===== src/hsr_pkg.sv =====
// Shared constants for the shadowed-memory host controller.
package hsr_pkg;
  // ----------------------------------------------------------------------
  // Widths
  // ----------------------------------------------------------------------
  localparam int ADDR_W = 11;
  localparam int DATA_W = 8;
  localparam int CNT_W = 20;
  localparam int STB_W = 3;

  // ----------------------------------------------------------------------
  // Timing
  // ----------------------------------------------------------------------
  localparam int CLK_PERIOD_NS = 40;
  localparam int T_ACCESS_NS = 45;
  localparam int T_RECALL_NS = 20000;
  localparam int T_RESTORE_NS = 550000;
  localparam int T_STORE_NS = 10000000;
  localparam int ACCESS_CYC = (T_ACCESS_NS + CLK_PERIOD_NS - 1) / CLK_PERIOD_NS;
  // Two extra strobe cycles cover the data-bus synchroniser.
  localparam logic [STB_W-1:0] STB_LAST = STB_W'(ACCESS_CYC + 1);
  localparam logic [CNT_W-1:0] RECALL_CYC =
    CNT_W'((T_RECALL_NS + CLK_PERIOD_NS - 1) / CLK_PERIOD_NS);
  localparam logic [CNT_W-1:0] RESTORE_CYC =
    CNT_W'((T_RESTORE_NS + CLK_PERIOD_NS - 1) / CLK_PERIOD_NS);
  localparam logic [CNT_W-1:0] STORE_CYC =
    CNT_W'((T_STORE_NS + CLK_PERIOD_NS - 1) / CLK_PERIOD_NS);
  localparam logic [CNT_W-1:0] CNT_ONE = 20'h00001;

  // ----------------------------------------------------------------------
  // Commands and the unlock sequence
  // ----------------------------------------------------------------------
  localparam logic [1:0] OP_READ = 2'h0;
  localparam logic [1:0] OP_WRITE = 2'h1;
  localparam logic [1:0] OP_STORE = 2'h2;
  localparam logic [1:0] OP_RECALL = 2'h3;
  localparam logic [2:0] SEQ_LAST_IDX = 3'h5;
  localparam logic [ADDR_W-1:0] SEQ_A0 = 11'h000;
  localparam logic [ADDR_W-1:0] SEQ_A1 = 11'h555;
  localparam logic [ADDR_W-1:0] SEQ_A2 = 11'h2AA;
  localparam logic [ADDR_W-1:0] SEQ_A3 = 11'h7FF;
  localparam logic [ADDR_W-1:0] SEQ_A4 = 11'h0F0;
  localparam logic [ADDR_W-1:0] SEQ_STORE_A5 = 11'h70F;
  localparam logic [ADDR_W-1:0] SEQ_RECALL_A5 = 11'h70E;

  function automatic logic [ADDR_W-1:0] hsr_seq_addr(input logic [2:0] idx,
                                                     input logic recall);
    case (idx)
      3'h0: hsr_seq_addr = SEQ_A0;
      3'h1: hsr_seq_addr = SEQ_A1;
      3'h2: hsr_seq_addr = SEQ_A2;
      3'h3: hsr_seq_addr = SEQ_A3;
      3'h4: hsr_seq_addr = SEQ_A4;
      default: hsr_seq_addr = recall ? SEQ_RECALL_A5 : SEQ_STORE_A5;
    endcase
  endfunction : hsr_seq_addr
endpackage : hsr_pkg


===== src/hsr_cyc_if.sv =====
// Link between the host sequencer and its memory cycle engine.
`timescale 1ns/1ns
`default_nettype none
interface hsr_cyc_if;
  import hsr_pkg::*;
  logic req;
  logic write;
  logic [ADDR_W-1:0] addr;
  logic [DATA_W-1:0] wdata;
  logic done;
  logic [DATA_W-1:0] rdata;
  logic ce_b;
  logic oe_b;
  logic we_b;
  logic [ADDR_W-1:0] pin_addr;
  logic [DATA_W-1:0] dq_o;
  logic dq_oe;
  logic [DATA_W-1:0] dq_pin;
  modport ctl (output req, write, addr, wdata, dq_pin,
               input done, rdata, ce_b, oe_b, we_b, pin_addr, dq_o, dq_oe);
  modport eng (input req, write, addr, wdata, dq_pin,
               output done, rdata, ce_b, oe_b, we_b, pin_addr, dq_o, dq_oe);
endinterface : hsr_cyc_if
`default_nettype wire


===== src/hsr_cyc_eng.sv =====
// One chip-enable framed memory cycle on the asynchronous pins.
`timescale 1ns/1ns
`default_nettype none
module hsr_cyc_eng
  import hsr_pkg::*;
(
  input wire logic clk_in, // 25 MHz clock
  input wire logic rst_b_in, // async reset, active low
  hsr_cyc_if.eng cif // sequencer side
);
  typedef enum logic [1:0] {ENG_IDLE, ENG_SETUP, ENG_STROBE, ENG_HOLD} hsr_eng_t;
  hsr_eng_t state_reg, state_next;
  logic [STB_W-1:0] stb_reg;
  logic write_reg;
  logic [DATA_W-1:0] dq_s1_reg, dq_s2_reg;
  wire logic stb_end = (state_reg == ENG_STROBE) && (stb_reg == STB_LAST);

  always_comb begin
    case (state_reg)
      ENG_IDLE: state_next = cif.req ? ENG_SETUP : ENG_IDLE;
      ENG_SETUP: state_next = ENG_STROBE;
      ENG_STROBE: state_next = stb_end ? ENG_HOLD : ENG_STROBE;
      ENG_HOLD: state_next = ENG_IDLE;
      default: state_next = ENG_IDLE;
    endcase
  end

  always_ff @(posedge clk_in or negedge rst_b_in) begin
    if (!rst_b_in) begin
      dq_s1_reg <= 8'h00;
      dq_s2_reg <= 8'h00;
    end else begin
      dq_s1_reg <= cif.dq_pin;
      dq_s2_reg <= dq_s1_reg;
    end
  end

  always_ff @(posedge clk_in or negedge rst_b_in) begin
    if (!rst_b_in) begin
      state_reg <= ENG_IDLE;
      stb_reg <= 3'h0;
      write_reg <= 1'b0;
      cif.ce_b <= 1'b1;
      cif.oe_b <= 1'b1;
      cif.we_b <= 1'b1;
      cif.pin_addr <= 11'h000;
      cif.dq_o <= 8'h00;
      cif.dq_oe <= 1'b0;
      cif.done <= 1'b0;
      cif.rdata <= 8'h00;
    end else begin
      state_reg <= state_next;
      cif.done <= (state_reg == ENG_HOLD);
      stb_reg <= (state_reg == ENG_STROBE) ? stb_reg + 3'h1 : 3'h0;
      case (state_reg)
        ENG_IDLE: if (cif.req) begin
          cif.pin_addr <= cif.addr;
          cif.dq_o <= cif.wdata;
          write_reg <= cif.write;
        end
        ENG_SETUP: begin
          // every access framed by chip enable
          cif.ce_b <= 1'b0;
          cif.we_b <= !write_reg;
          // sequence steps are reads
          // Output enable stays high on writes so the bus never contends.
          cif.oe_b <= write_reg;
          cif.dq_oe <= write_reg;
        end
        ENG_STROBE: if (stb_end) begin
          // data driven through the trailing edge
          cif.ce_b <= 1'b1;
          cif.we_b <= 1'b1;
          cif.oe_b <= 1'b1;
          cif.rdata <= dq_s2_reg;
        end
        ENG_HOLD: cif.dq_oe <= 1'b0;
        default: cif.dq_oe <= 1'b0;
      endcase
    end
  end
endmodule : hsr_cyc_eng
`default_nettype wire


===== src/hsr_host.sv =====
// Host controller for a 2K x 8 memory with a nonvolatile shadow copy.
//
// Contract
// - Host keeps address stable from before write until write ends.
// - Store needs reads at 000, 555, 2AA, 7FF, 0F0, 70F in order.
// - Recall needs the same five reads then a read at 70E.
// - Each sequence step is a read framed by a chip-enable pulse.
// - Sequence uses reads only; output enable may stay high.
// - Host keeps write or chip enable high while power-up recall runs.
// - Host holds write enable high during all six sequence reads.
`timescale 1ns/1ns
`default_nettype none
module hsr_host
  import hsr_pkg::*;
#(
  parameter logic [CNT_W-1:0] STORE_CYC_P = STORE_CYC, // store busy time
  parameter logic [CNT_W-1:0] RESTORE_CYC_P = RESTORE_CYC // power-up recall
) (
  input wire logic clk_in, // 25 MHz clock
  input wire logic rst_b_in, // async reset, active low
  input wire logic cmd_valid_in, // command request
  input wire logic [1:0] cmd_op_in, // read, write, store, recall
  input wire logic [ADDR_W-1:0] cmd_addr_in, // byte address
  input wire logic [DATA_W-1:0] cmd_wdata_in, // write data
  output logic cmd_ready_out, // command taken when valid and ready
  output logic rsp_valid_out, // one-cycle completion pulse
  output logic [DATA_W-1:0] rsp_rdata_out, // read data
  output logic nv_busy_out, // store, recall, restore or power-down in progress
  input wire logic pwr_good_in, // supply above switching level
  output logic mem_ce_b_out, // chip enable, active low
  output logic mem_oe_b_out, // output enable, active low
  output logic mem_we_b_out, // write enable, active low
  output logic [ADDR_W-1:0] mem_addr_out, // address pins
  input wire logic [DATA_W-1:0] data_io_in, // data bus level
  output logic [DATA_W-1:0] data_io_out, // data bus drive value
  output logic data_io_oe_out // high while host drives data bus
);
  typedef enum logic [2:0] {
    M_PWRDN, M_RESTORE, M_IDLE, M_ACC, M_SEQ, M_NVWAIT
  } hsr_state_t;

  hsr_cyc_if cif ();
  hsr_cyc_eng u_eng (.clk_in(clk_in), .rst_b_in(rst_b_in), .cif(cif));

  hsr_state_t state_reg, state_next;
  logic [CNT_W-1:0] cnt_reg, cnt_next;
  logic [2:0] idx_reg, idx_next;
  logic [1:0] op_reg, op_next;
  logic req_reg, req_next;
  logic [ADDR_W-1:0] addr_reg, addr_next;
  logic [DATA_W-1:0] wdata_reg, wdata_next;
  logic rsp_next;
  logic [DATA_W-1:0] rdata_next;
  logic pg_s1_reg, pg_s2_reg;

  // ----------------------------------------------------------------------
  // Decoding
  // ----------------------------------------------------------------------
  wire logic take_cmd = (state_reg == M_IDLE) && cmd_valid_in &&
                        cmd_ready_out;
  wire logic op_nv = cmd_op_in[1];
  wire logic recall_sel = (op_reg == OP_RECALL);
  wire logic [CNT_W-1:0] nv_limit = recall_sel ? RECALL_CYC : STORE_CYC_P;
  wire logic nv_end = (cnt_reg + CNT_ONE) >= nv_limit;
  wire logic restore_end = (cnt_reg + CNT_ONE) >= RESTORE_CYC_P;
  wire logic seq_last = (idx_reg == SEQ_LAST_IDX);
  wire logic [2:0] idx_inc = idx_reg + 3'h1;

  assign cif.req = req_reg;
  assign cif.write = (op_reg == OP_WRITE);
  assign cif.addr = addr_reg;
  assign cif.wdata = wdata_reg;
  assign cif.dq_pin = data_io_in;
  assign mem_ce_b_out = cif.ce_b;
  assign mem_oe_b_out = cif.oe_b;
  assign mem_we_b_out = cif.we_b;
  assign mem_addr_out = cif.pin_addr;
  assign data_io_out = cif.dq_o;
  assign data_io_oe_out = cif.dq_oe;

  // ----------------------------------------------------------------------
  // Sequencer
  // ----------------------------------------------------------------------
  always_comb begin
    state_next = state_reg;
    cnt_next = cnt_reg;
    idx_next = idx_reg;
    op_next = op_reg;
    req_next = 1'b0;
    addr_next = addr_reg;
    wdata_next = wdata_reg;
    rsp_next = 1'b0;
    rdata_next = rsp_rdata_out;
    case (state_reg)
      M_PWRDN: begin
        cnt_next = 20'h00000;
        // power return triggers the automatic recall
        if (pg_s2_reg) begin
          state_next = M_RESTORE;
        end
      end
      M_RESTORE: begin
        // strobes held high until restore ends
        if (!pg_s2_reg) begin
          state_next = M_PWRDN;
        end else if (restore_end) begin
          state_next = M_IDLE;
        end else begin
          cnt_next = cnt_reg + CNT_ONE;
        end
      end
      M_IDLE: begin
        if (!pg_s2_reg) begin
          state_next = M_PWRDN;
        end else if (take_cmd) begin
          op_next = cmd_op_in;
          req_next = 1'b1;
          idx_next = 3'h0;
          wdata_next = cmd_wdata_in;
          // full eleven-bit address passed to the pins
          addr_next = op_nv ? hsr_seq_addr(3'h0, cmd_op_in[0]) : cmd_addr_in;
          state_next = op_nv ? M_SEQ : M_ACC;
        end
      end
      M_ACC: begin
        if (cif.done) begin
          rsp_next = 1'b1;
          rdata_next = cif.rdata;
          state_next = M_IDLE;
        end
      end
      M_SEQ: begin
        // store and recall addresses issued in order
        if (cif.done && seq_last) begin
          cnt_next = 20'h00000;
          state_next = M_NVWAIT;
        end else if (cif.done) begin
          // recall differs only in its last address
          idx_next = idx_inc;
          addr_next = hsr_seq_addr(idx_inc, recall_sel);
          req_next = 1'b1;
        end
      end
      M_NVWAIT: begin
        // no access until the operation time has passed
        if (nv_end) begin
          rsp_next = 1'b1;
          state_next = M_IDLE;
        end else begin
          cnt_next = cnt_reg + CNT_ONE;
        end
      end
      default: state_next = M_PWRDN;
    endcase
  end

  always_ff @(posedge clk_in or negedge rst_b_in) begin
    if (!rst_b_in) begin
      pg_s1_reg <= 1'b0;
      pg_s2_reg <= 1'b0;
    end else begin
      pg_s1_reg <= pwr_good_in;
      pg_s2_reg <= pg_s1_reg;
    end
  end

  always_ff @(posedge clk_in or negedge rst_b_in) begin
    if (!rst_b_in) begin
      state_reg <= M_PWRDN;
      cnt_reg <= 20'h00000;
      idx_reg <= 3'h0;
      op_reg <= OP_READ;
      req_reg <= 1'b0;
      addr_reg <= 11'h000;
      wdata_reg <= 8'h00;
      rsp_valid_out <= 1'b0;
      rsp_rdata_out <= 8'h00;
      cmd_ready_out <= 1'b0;
      nv_busy_out <= 1'b0;
    end else begin
      state_reg <= state_next;
      cnt_reg <= cnt_next;
      idx_reg <= idx_next;
      op_reg <= op_next;
      req_reg <= req_next;
      addr_reg <= addr_next;
      wdata_reg <= wdata_next;
      rsp_valid_out <= rsp_next;
      rsp_rdata_out <= rdata_next;
      // no command, hence no store, while power is low
      cmd_ready_out <= (state_next == M_IDLE) && pg_s2_reg;
      nv_busy_out <= (state_next != M_IDLE) && (state_next != M_ACC);
    end
  end
endmodule : hsr_host
`default_nettype wire


===== config.mk =====
export PLATFORM = sky130hd
export DESIGN_NAME = hsr_host
export DESIGN_NICKNAME = d
export VERILOG_FILES = /design/src/hsr_pkg.sv /design/src/hsr_cyc_if.sv /design/src/hsr_cyc_eng.sv /design/src/hsr_host.sv
export SDC_FILE = /design/constraint.sdc
export NUM_CORES = 1
export LEC_CHECK = 0
export BUFFER_PORTS_ARGS = -buffer_cell sky130_fd_sc_hd__buf_4
export CAP_MARGIN = 10
export CORE_ASPECT_RATIO = 1.5
export CORE_MARGIN = 2
export CORE_UTILIZATION = 40
export CTS_CLUSTER_DIAMETER = 120
export DETAILED_ROUTE_END_ITERATION = 8
export GPL_TIMING_DRIVEN = 1
export PLACE_DENSITY_LB_ADDON = 0.25
export SYNTH_ARGS = -nofsm -noshare
export SYNTH_HDL_FRONTEND = slang
export SYNTH_SLANG_ARGS = --single-unit

===== constraint.sdc =====
create_clock -name clk_in -period 3.2 [get_ports clk_in]
set_input_delay 0.64 -clock clk_in [delete_from_list [all_inputs] [get_ports clk_in]]
set_output_delay 0.64 -clock clk_in [all_outputs]
set_load 0.05 [all_outputs]

* After elaboration in Yosys (flattened, before gate mapping)
Index checks and enable logic that the tools add are counted.
Storage, ports and cells: bits of input ports 33, ROM bits 0, RAM bits 0, register bits 115, memories kept 0, latch bits 0, output and inout bits 34
Cells by class: bitwise operators 0, order comparisons 2, $add $sub $neg 3, shift operators 0, multiplexer cells 45, multipliers 0, divide/modulo/power cells 0, reductions and logical operators 21, equality and inequality tests 28
Operators by type and width (number):
- 20-bit 2-to-1 mux | 4
- 20-bit case mux with 4 select lines | 1
- 11-bit 2-to-1 mux | 5
- 11-bit case mux with 5 select lines | 1
- 3-bit 2-to-1 mux | 14
- 11-bit case mux with 2 select lines | 1
- 20-bit by 1-bit adder with 20-bit output (second input constant) | 1
- 20-bit by 14-bit >= comparator with 1-bit output (second input constant) | 1
- 20-bit by 18-bit >= comparator with 1-bit output | 1
- 3-bit by 2-bit == test with 1-bit output (second input constant) | 6
- 18-bit 2-to-1 mux | 1
- 3-bit case mux with 6 select lines | 1
- 2-bit inequality test (second input constant) | 7
- 3-bit == test (second input constant) | 4
- 1-bit case mux with 2 select lines | 6
- 5-bit AND reduction | 2
- 1-bit 2-to-1 mux | 9
- 2-bit case mux with 4 select lines | 1
- 2-bit AND reduction | 4
- 3-bit by 1-bit adder with 3-bit output (second input constant) | 2
- 2-bit == test (second input constant) | 3
- 3-bit by 1-bit == test with 1-bit output (second input constant) | 2
- 1-bit logical AND | 6
- 3-bit zero test | 2
- other kinds (9) | 14

* Logic depth before layout (Yosys ltp)
depth in word-level cells 8, gate-level depth with buffers 16

* Modules after synthesis
A second synthesis with hierarchy kept.
Second synthesis, totals: cell total of the unflattened synthesis 503, area, all modules 5718.0 µm²
Modules (own cells, without submodules):
- hsr_host | sequential area each 1526.5 µm², cells each 389, times used 1, area each 3719.8 µm²
- hsr_cyc_eng | sequential area each 1355.0 µm², cells each 114, times used 1, area each 1998.2 µm²

* Worst setup path before layout
OpenSTA, ideal clock, no wires.
path type flip-flop to flip-flop, start point register cnt_reg[0], end point register cnt_reg[11], path buffers 2, period minus slack after synthesis 3435 ps, setup slack -235 ps, setup time 69 ps, arrival time 3365 ps, stages on the path, launching flop included 16, cell sequence dfrtp_1 -> ha_1 -> buf_2 -> nand2_2 -> nor4_4 -> nand2_1 -> xnor2_1 -> ha_1 -> or3_1 -> o221a_2 -> o21ai_1 -> and4_4 -> buf_6 -> nor2_4 -> or4_1 -> nand3_1
Between the ends: longest elaborated chain between the ends 4
Ends and longest elaborated chain:
- start: declaration | RTL line hsr_host.sv:46 | logic [CNT_W-1:0] cnt_reg, cnt_next;
- start signal: assignment | RTL line hsr_host.sv:182 | cnt_reg <= cnt_next;
- 20-bit by 1-bit adder with 20-bit output *
- 20-bit by 14-bit >= comparator with 1-bit output, or another cell as far along | RTL line hsr_host.sv:65 | wire logic restore_end = (cnt_reg + CNT_ONE) >= RESTORE_CYC_P;
- 2-bit inequality test (no source line) or 20-bit 2-to-1 mux (tied branches)
- 5-bit AND reduction (no source line) or 20-bit case mux with 4 select lines (tied branches)
Every way passes the cells marked *; elsewhere a longest branch is shown, timed or not. The select of a mux whose other input is x is not followed. A chain may end at the register's enable or synchronous reset.

* Worst setup path after layout
start point register cnt_reg[4], end point register cnt_reg[0]
Between the ends: longest elaborated chain between the ends 4
Ends and longest elaborated chain (RTL line):
- 20-bit by 1-bit adder with 20-bit output * | hsr_host.sv:64, hsr_host.sv:65
- 20-bit by 14-bit >= comparator with 1-bit output or 20-bit by 18-bit >= comparator with 1-bit output (tied branches) | hsr_host.sv:65, hsr_host.sv:64
- 2-bit inequality test (no source line)
- 5-bit AND reduction (no source line) *
Every way passes the cells marked *; elsewhere a longest branch is shown, timed or not.

==> results.md <==
- Comb pwr share: 0.023
- Grt ovf: 0
- Fill cell count: 1154
- Non-filler cells, final: 782
- Mapped Area: 5530 sq um
- Dpl cells: 742
- FMAX: 0.312 GHz
- CTS root buf: clkbuf_16
- Crit. End Element: register
- Horiz. Die Dim: 100 um
- Crit path max-delay family: simple AND/OR/NAND/NOR gates
- GR Util All Layers: 0.191
- Synth warnings: 0
- PwrDens: 478 nW/um^2
- EDFF count, synth: 0
- Final WS setup: -0.00652 ns
- Syn_nets: 545
- WP data required: 3.49 ns
- Peak supply drop: 0.570 mV
- Sequential fraction of the synthesis area: 0.521
- CTS sink cnt: 115
- Failing checks: negative setup slack
- Synth Area in Compound Gates: 0.130
- Lkg Pwr: 3.54 nW
- Worst-path cell with the longest stage delay: dfrtp_2
- Net Sw Frac: 0.206
- CTS tree: done
- Final hold viol count: 0
- Cell Chain, Critical Path: nand4_4, nor4_4, nand2_1, xnor2_2, ha_4, or3_1, o221a_2, o21ai_2, and4_4, nor2_4, a21o_4, mux2_1
- Final WL: 13300 um
- Largest family of logic cells by synthesized area: simple AND/OR/NAND/NOR gates
- Worst stage delay on the critical path: 0.45 ns
- Antenna diodes: 0
- Post-DR vias/cell: 5.37
- I/O Buffers: 66
- Switching pwr: 714 uW
- Area of the multi-input gates: 2530 sq um
- Reg area: 2890 sq um
- Row cnt: 52
- Post-Synth XOR/XNOR Area: 0.0190
- Final period util: 1.00
- Full die area: 14800 sq um
- Most common cell after layout, fill and taps aside: buf_4
- Slew Viols, Final: 0
- Largest net degree at the start of global routing: 55
- Worst Hold Class: in2async
- TritonRoute pass-1 iters: 4
- Post-Synth Simple-Gate Area: 0.145
- Max Cap Violations: 0
- Wire length per cell: 17.0 um
- Unrepaired setup endpoints after global routing: true
- Multiplexer share of the synthesized area: 0.0976
- CTS buffer count: 17
- Hpwl dp: 9610 um
- Vias in the first global route: 4598
- Clock network fraction of design power: 0.553
- Drc violations: 0
- Initial DRC Count: 128
- Setup WS pre-CTS: -0.0857 ns
- Tmin final: 3.21 ns
- Via count: 4202
- Worst-Margin Slew: 0.962 ns
- Worst endpoint data arrival time: 3.49 ns
- Post-DP Area: 6500 sq um
- WHS: 0.193 ns
- Status: finished with violations
- #FFs+latches synth: 115
- Antenna violations before repair: 0
- Post-route ant nets: 0
- Max Fanout on Critical Path: 6
- # nets final: 661
- Post-synthesis adder-cell area fraction: 0.0475
- WP buf/inv: 0
- Setup crit start kind: register
- Setup violators final: 1
- Gpl congestion: 0.880
- Mapped Avg Cell Area: 11.3 sq um
- P_int: 2.75 mW
- CORE AREA: 13500 sq um
- Max FFs per register: 20
- Ports: 67
- Critical path class: reg2reg
- Chip Height: 148 um
- Worst-Skew Late Latency: 0.41 ns
- Final Skew: 0.00865 ns
- Post-layout instance area: 7250 sq um
- CTS max path bufs: 2
- Setup TNS: -0.00652 ns
- FFs w/ async S/R, synth: 1.00
- Distinct cell type count of the synthesized netlist: 71
- Layout area overhead: 31.2%
- Clk slew on worst S/H paths: 0.06 ns
- Initial Util: 0.410
- Commonest cells after routing, fill and taps aside: buf_4 (123), dfrtp_1 (106), mux2_2 (46), nand2_1 (34), nor2_1 (31)
- CTS H-tree depth: 4
- Share of cells above drive strength 1: 0.390
- Mapped Cells: 491
- Reg power frac: 0.425
- Most used DFF post-synth: dfrtp_1
- First-pass GRT wire length: 22300 um
- Slew HR: 0.357
worst register-to-register path, cell delays in order, from the launching register on:
cell	delay (ns)
dfrtp_2	0.45
nand4_4	0.17
nor4_4	0.30
nand2_1	0.14
xnor2_2	0.19
ha_4	0.17
or3_1	0.34
o221a_2	0.24
o21ai_2	0.17
and4_4	0.27
nor2_4	0.07
a21o_4	0.27
mux2_1	0.31
cell usage after synthesis, types with 2 or more instances:
cell type  count  area [sq um]
nor3b_1        2          15.0
dfrtp_1      112          2800
nand4_1        5          31.3
and2_1         6          37.5
and3_1         6          37.5
o31ai_1        3          22.5
nor4_1         7          43.8
nand2_1       34           128
nand3_1       13          65.1
o211ai_1       4          30.0
a31oi_1        2          12.5
ha_1          21           263
buf_4          3          22.5
nor4_4         2          42.5
buf_2          8          40.0
o21ai_1        5          25.0
nand4b_1       2          17.5
a21o_1         3          22.5
nor2b_1        2          12.5
buf_6          2          22.5
nand3b_1       2          15.0
a211oi_1       2          15.0
o311ai_1       2          17.5
inv_1         20          75.1
or3_1          6          37.5
a21oi_1       25           125
a31o_2         2          17.5
o21a_1         2          15.0
o21ai_0       21           105
o22ai_1        3          18.8
clkbuf_1      15          56.3
xor2_1         5          43.8
nor2_1        32           120
mux2_2        46           518
xnor2_1        7          61.3
dfstp_2        3          78.8
nand2b_1       7          43.8
a22o_1        10          87.6
a311oi_1       2          17.5
nor3_1         6          30.0
worst paths after layout:
kind                                     from                 end  slack, ns  cells past startpoint
min                                  rst_b_in         cnt_reg[15]       0.19                      1
min reg2reg                u_eng.dq_s1_reg[7]  u_eng.dq_s2_reg[7]       0.35                      0
min in group clk_in             data_io_in[4]  u_eng.dq_s1_reg[4]       0.34                      1
max in group asynchronous            rst_b_in         addr_reg[0]       2.26                      2
max reg2reg                        cnt_reg[4]          cnt_reg[0]     -0.007                     12
max                                cnt_reg[4]          cnt_reg[0]     -0.007                     12
final cells by class:
type | instances | area share
sequential | 115 | 0.399
multi-input combinational | 329 | 0.350
timing repair buffer | 124 | 0.130
clock buffer | 20 | 0.0616
tap | 162 | 0.0280
clock inverter | 12 | 0.0216
inverter | 20 | 0.0104
power groups by stage:
stage	Clock (mW)	Sequential [mW]	Combinational, mW
floorplan	0	1.49	0.0107
finish	1.91	1.47	0.0782
detailed placement	0	1.50	0.0802
global placement	0	1.49	0.0776
CTS	1.95	1.47	0.0807
global route	2.02	1.47	0.0882
cell families (layout without fill, tap and decap cells):
logic type               Yosys count  in the layout
AO/OA/AOI/OAI                    103            104
adder cells (fa/ha/maj)           21             21
AND/OR/NAND/NOR                  144            144
XOR/XNOR                          12             12
flip-flops                       115            115
multiplexers                      48             48
buffers and inverters             48            176
per-stage QoR:
step / power (mW) / util
2_1_floorplan: 1.51 / -
3_3_place_gp: 1.57 / 0.482
3_5_place_dp: 1.58 / 0.482
4_1_cts: 3.50 / 0.533
5_1_grt: 3.58 / 0.538
6_report: 3.46 / 0.538
layer usage:
layer | share of wire | vias up | global-route usage | wire (um)
met5 | 0 | - | 0 | 0
met4 | 0.022 | 0 | 0.0740 | 291
met3 | 0.031 | 19 | 0.0426 | 411
met2 | 0.57 | 77 | 0.366 | 7640
met1 | 0.37 | 2110 | 0.199 | 4950
li1 | - | 1996 | - | -
repair_timing:
item | 4_1_cts | 5_1_grt
cloned | 1 | 0
pin swaps | 5 | 7
gates resized for setup | 12 | 8
buffers inserted | 4 | 3
hold buffers | 0 | 0
endpoints found under the setup margin | 12 | 23
Power figures use the tool's default switching activity.
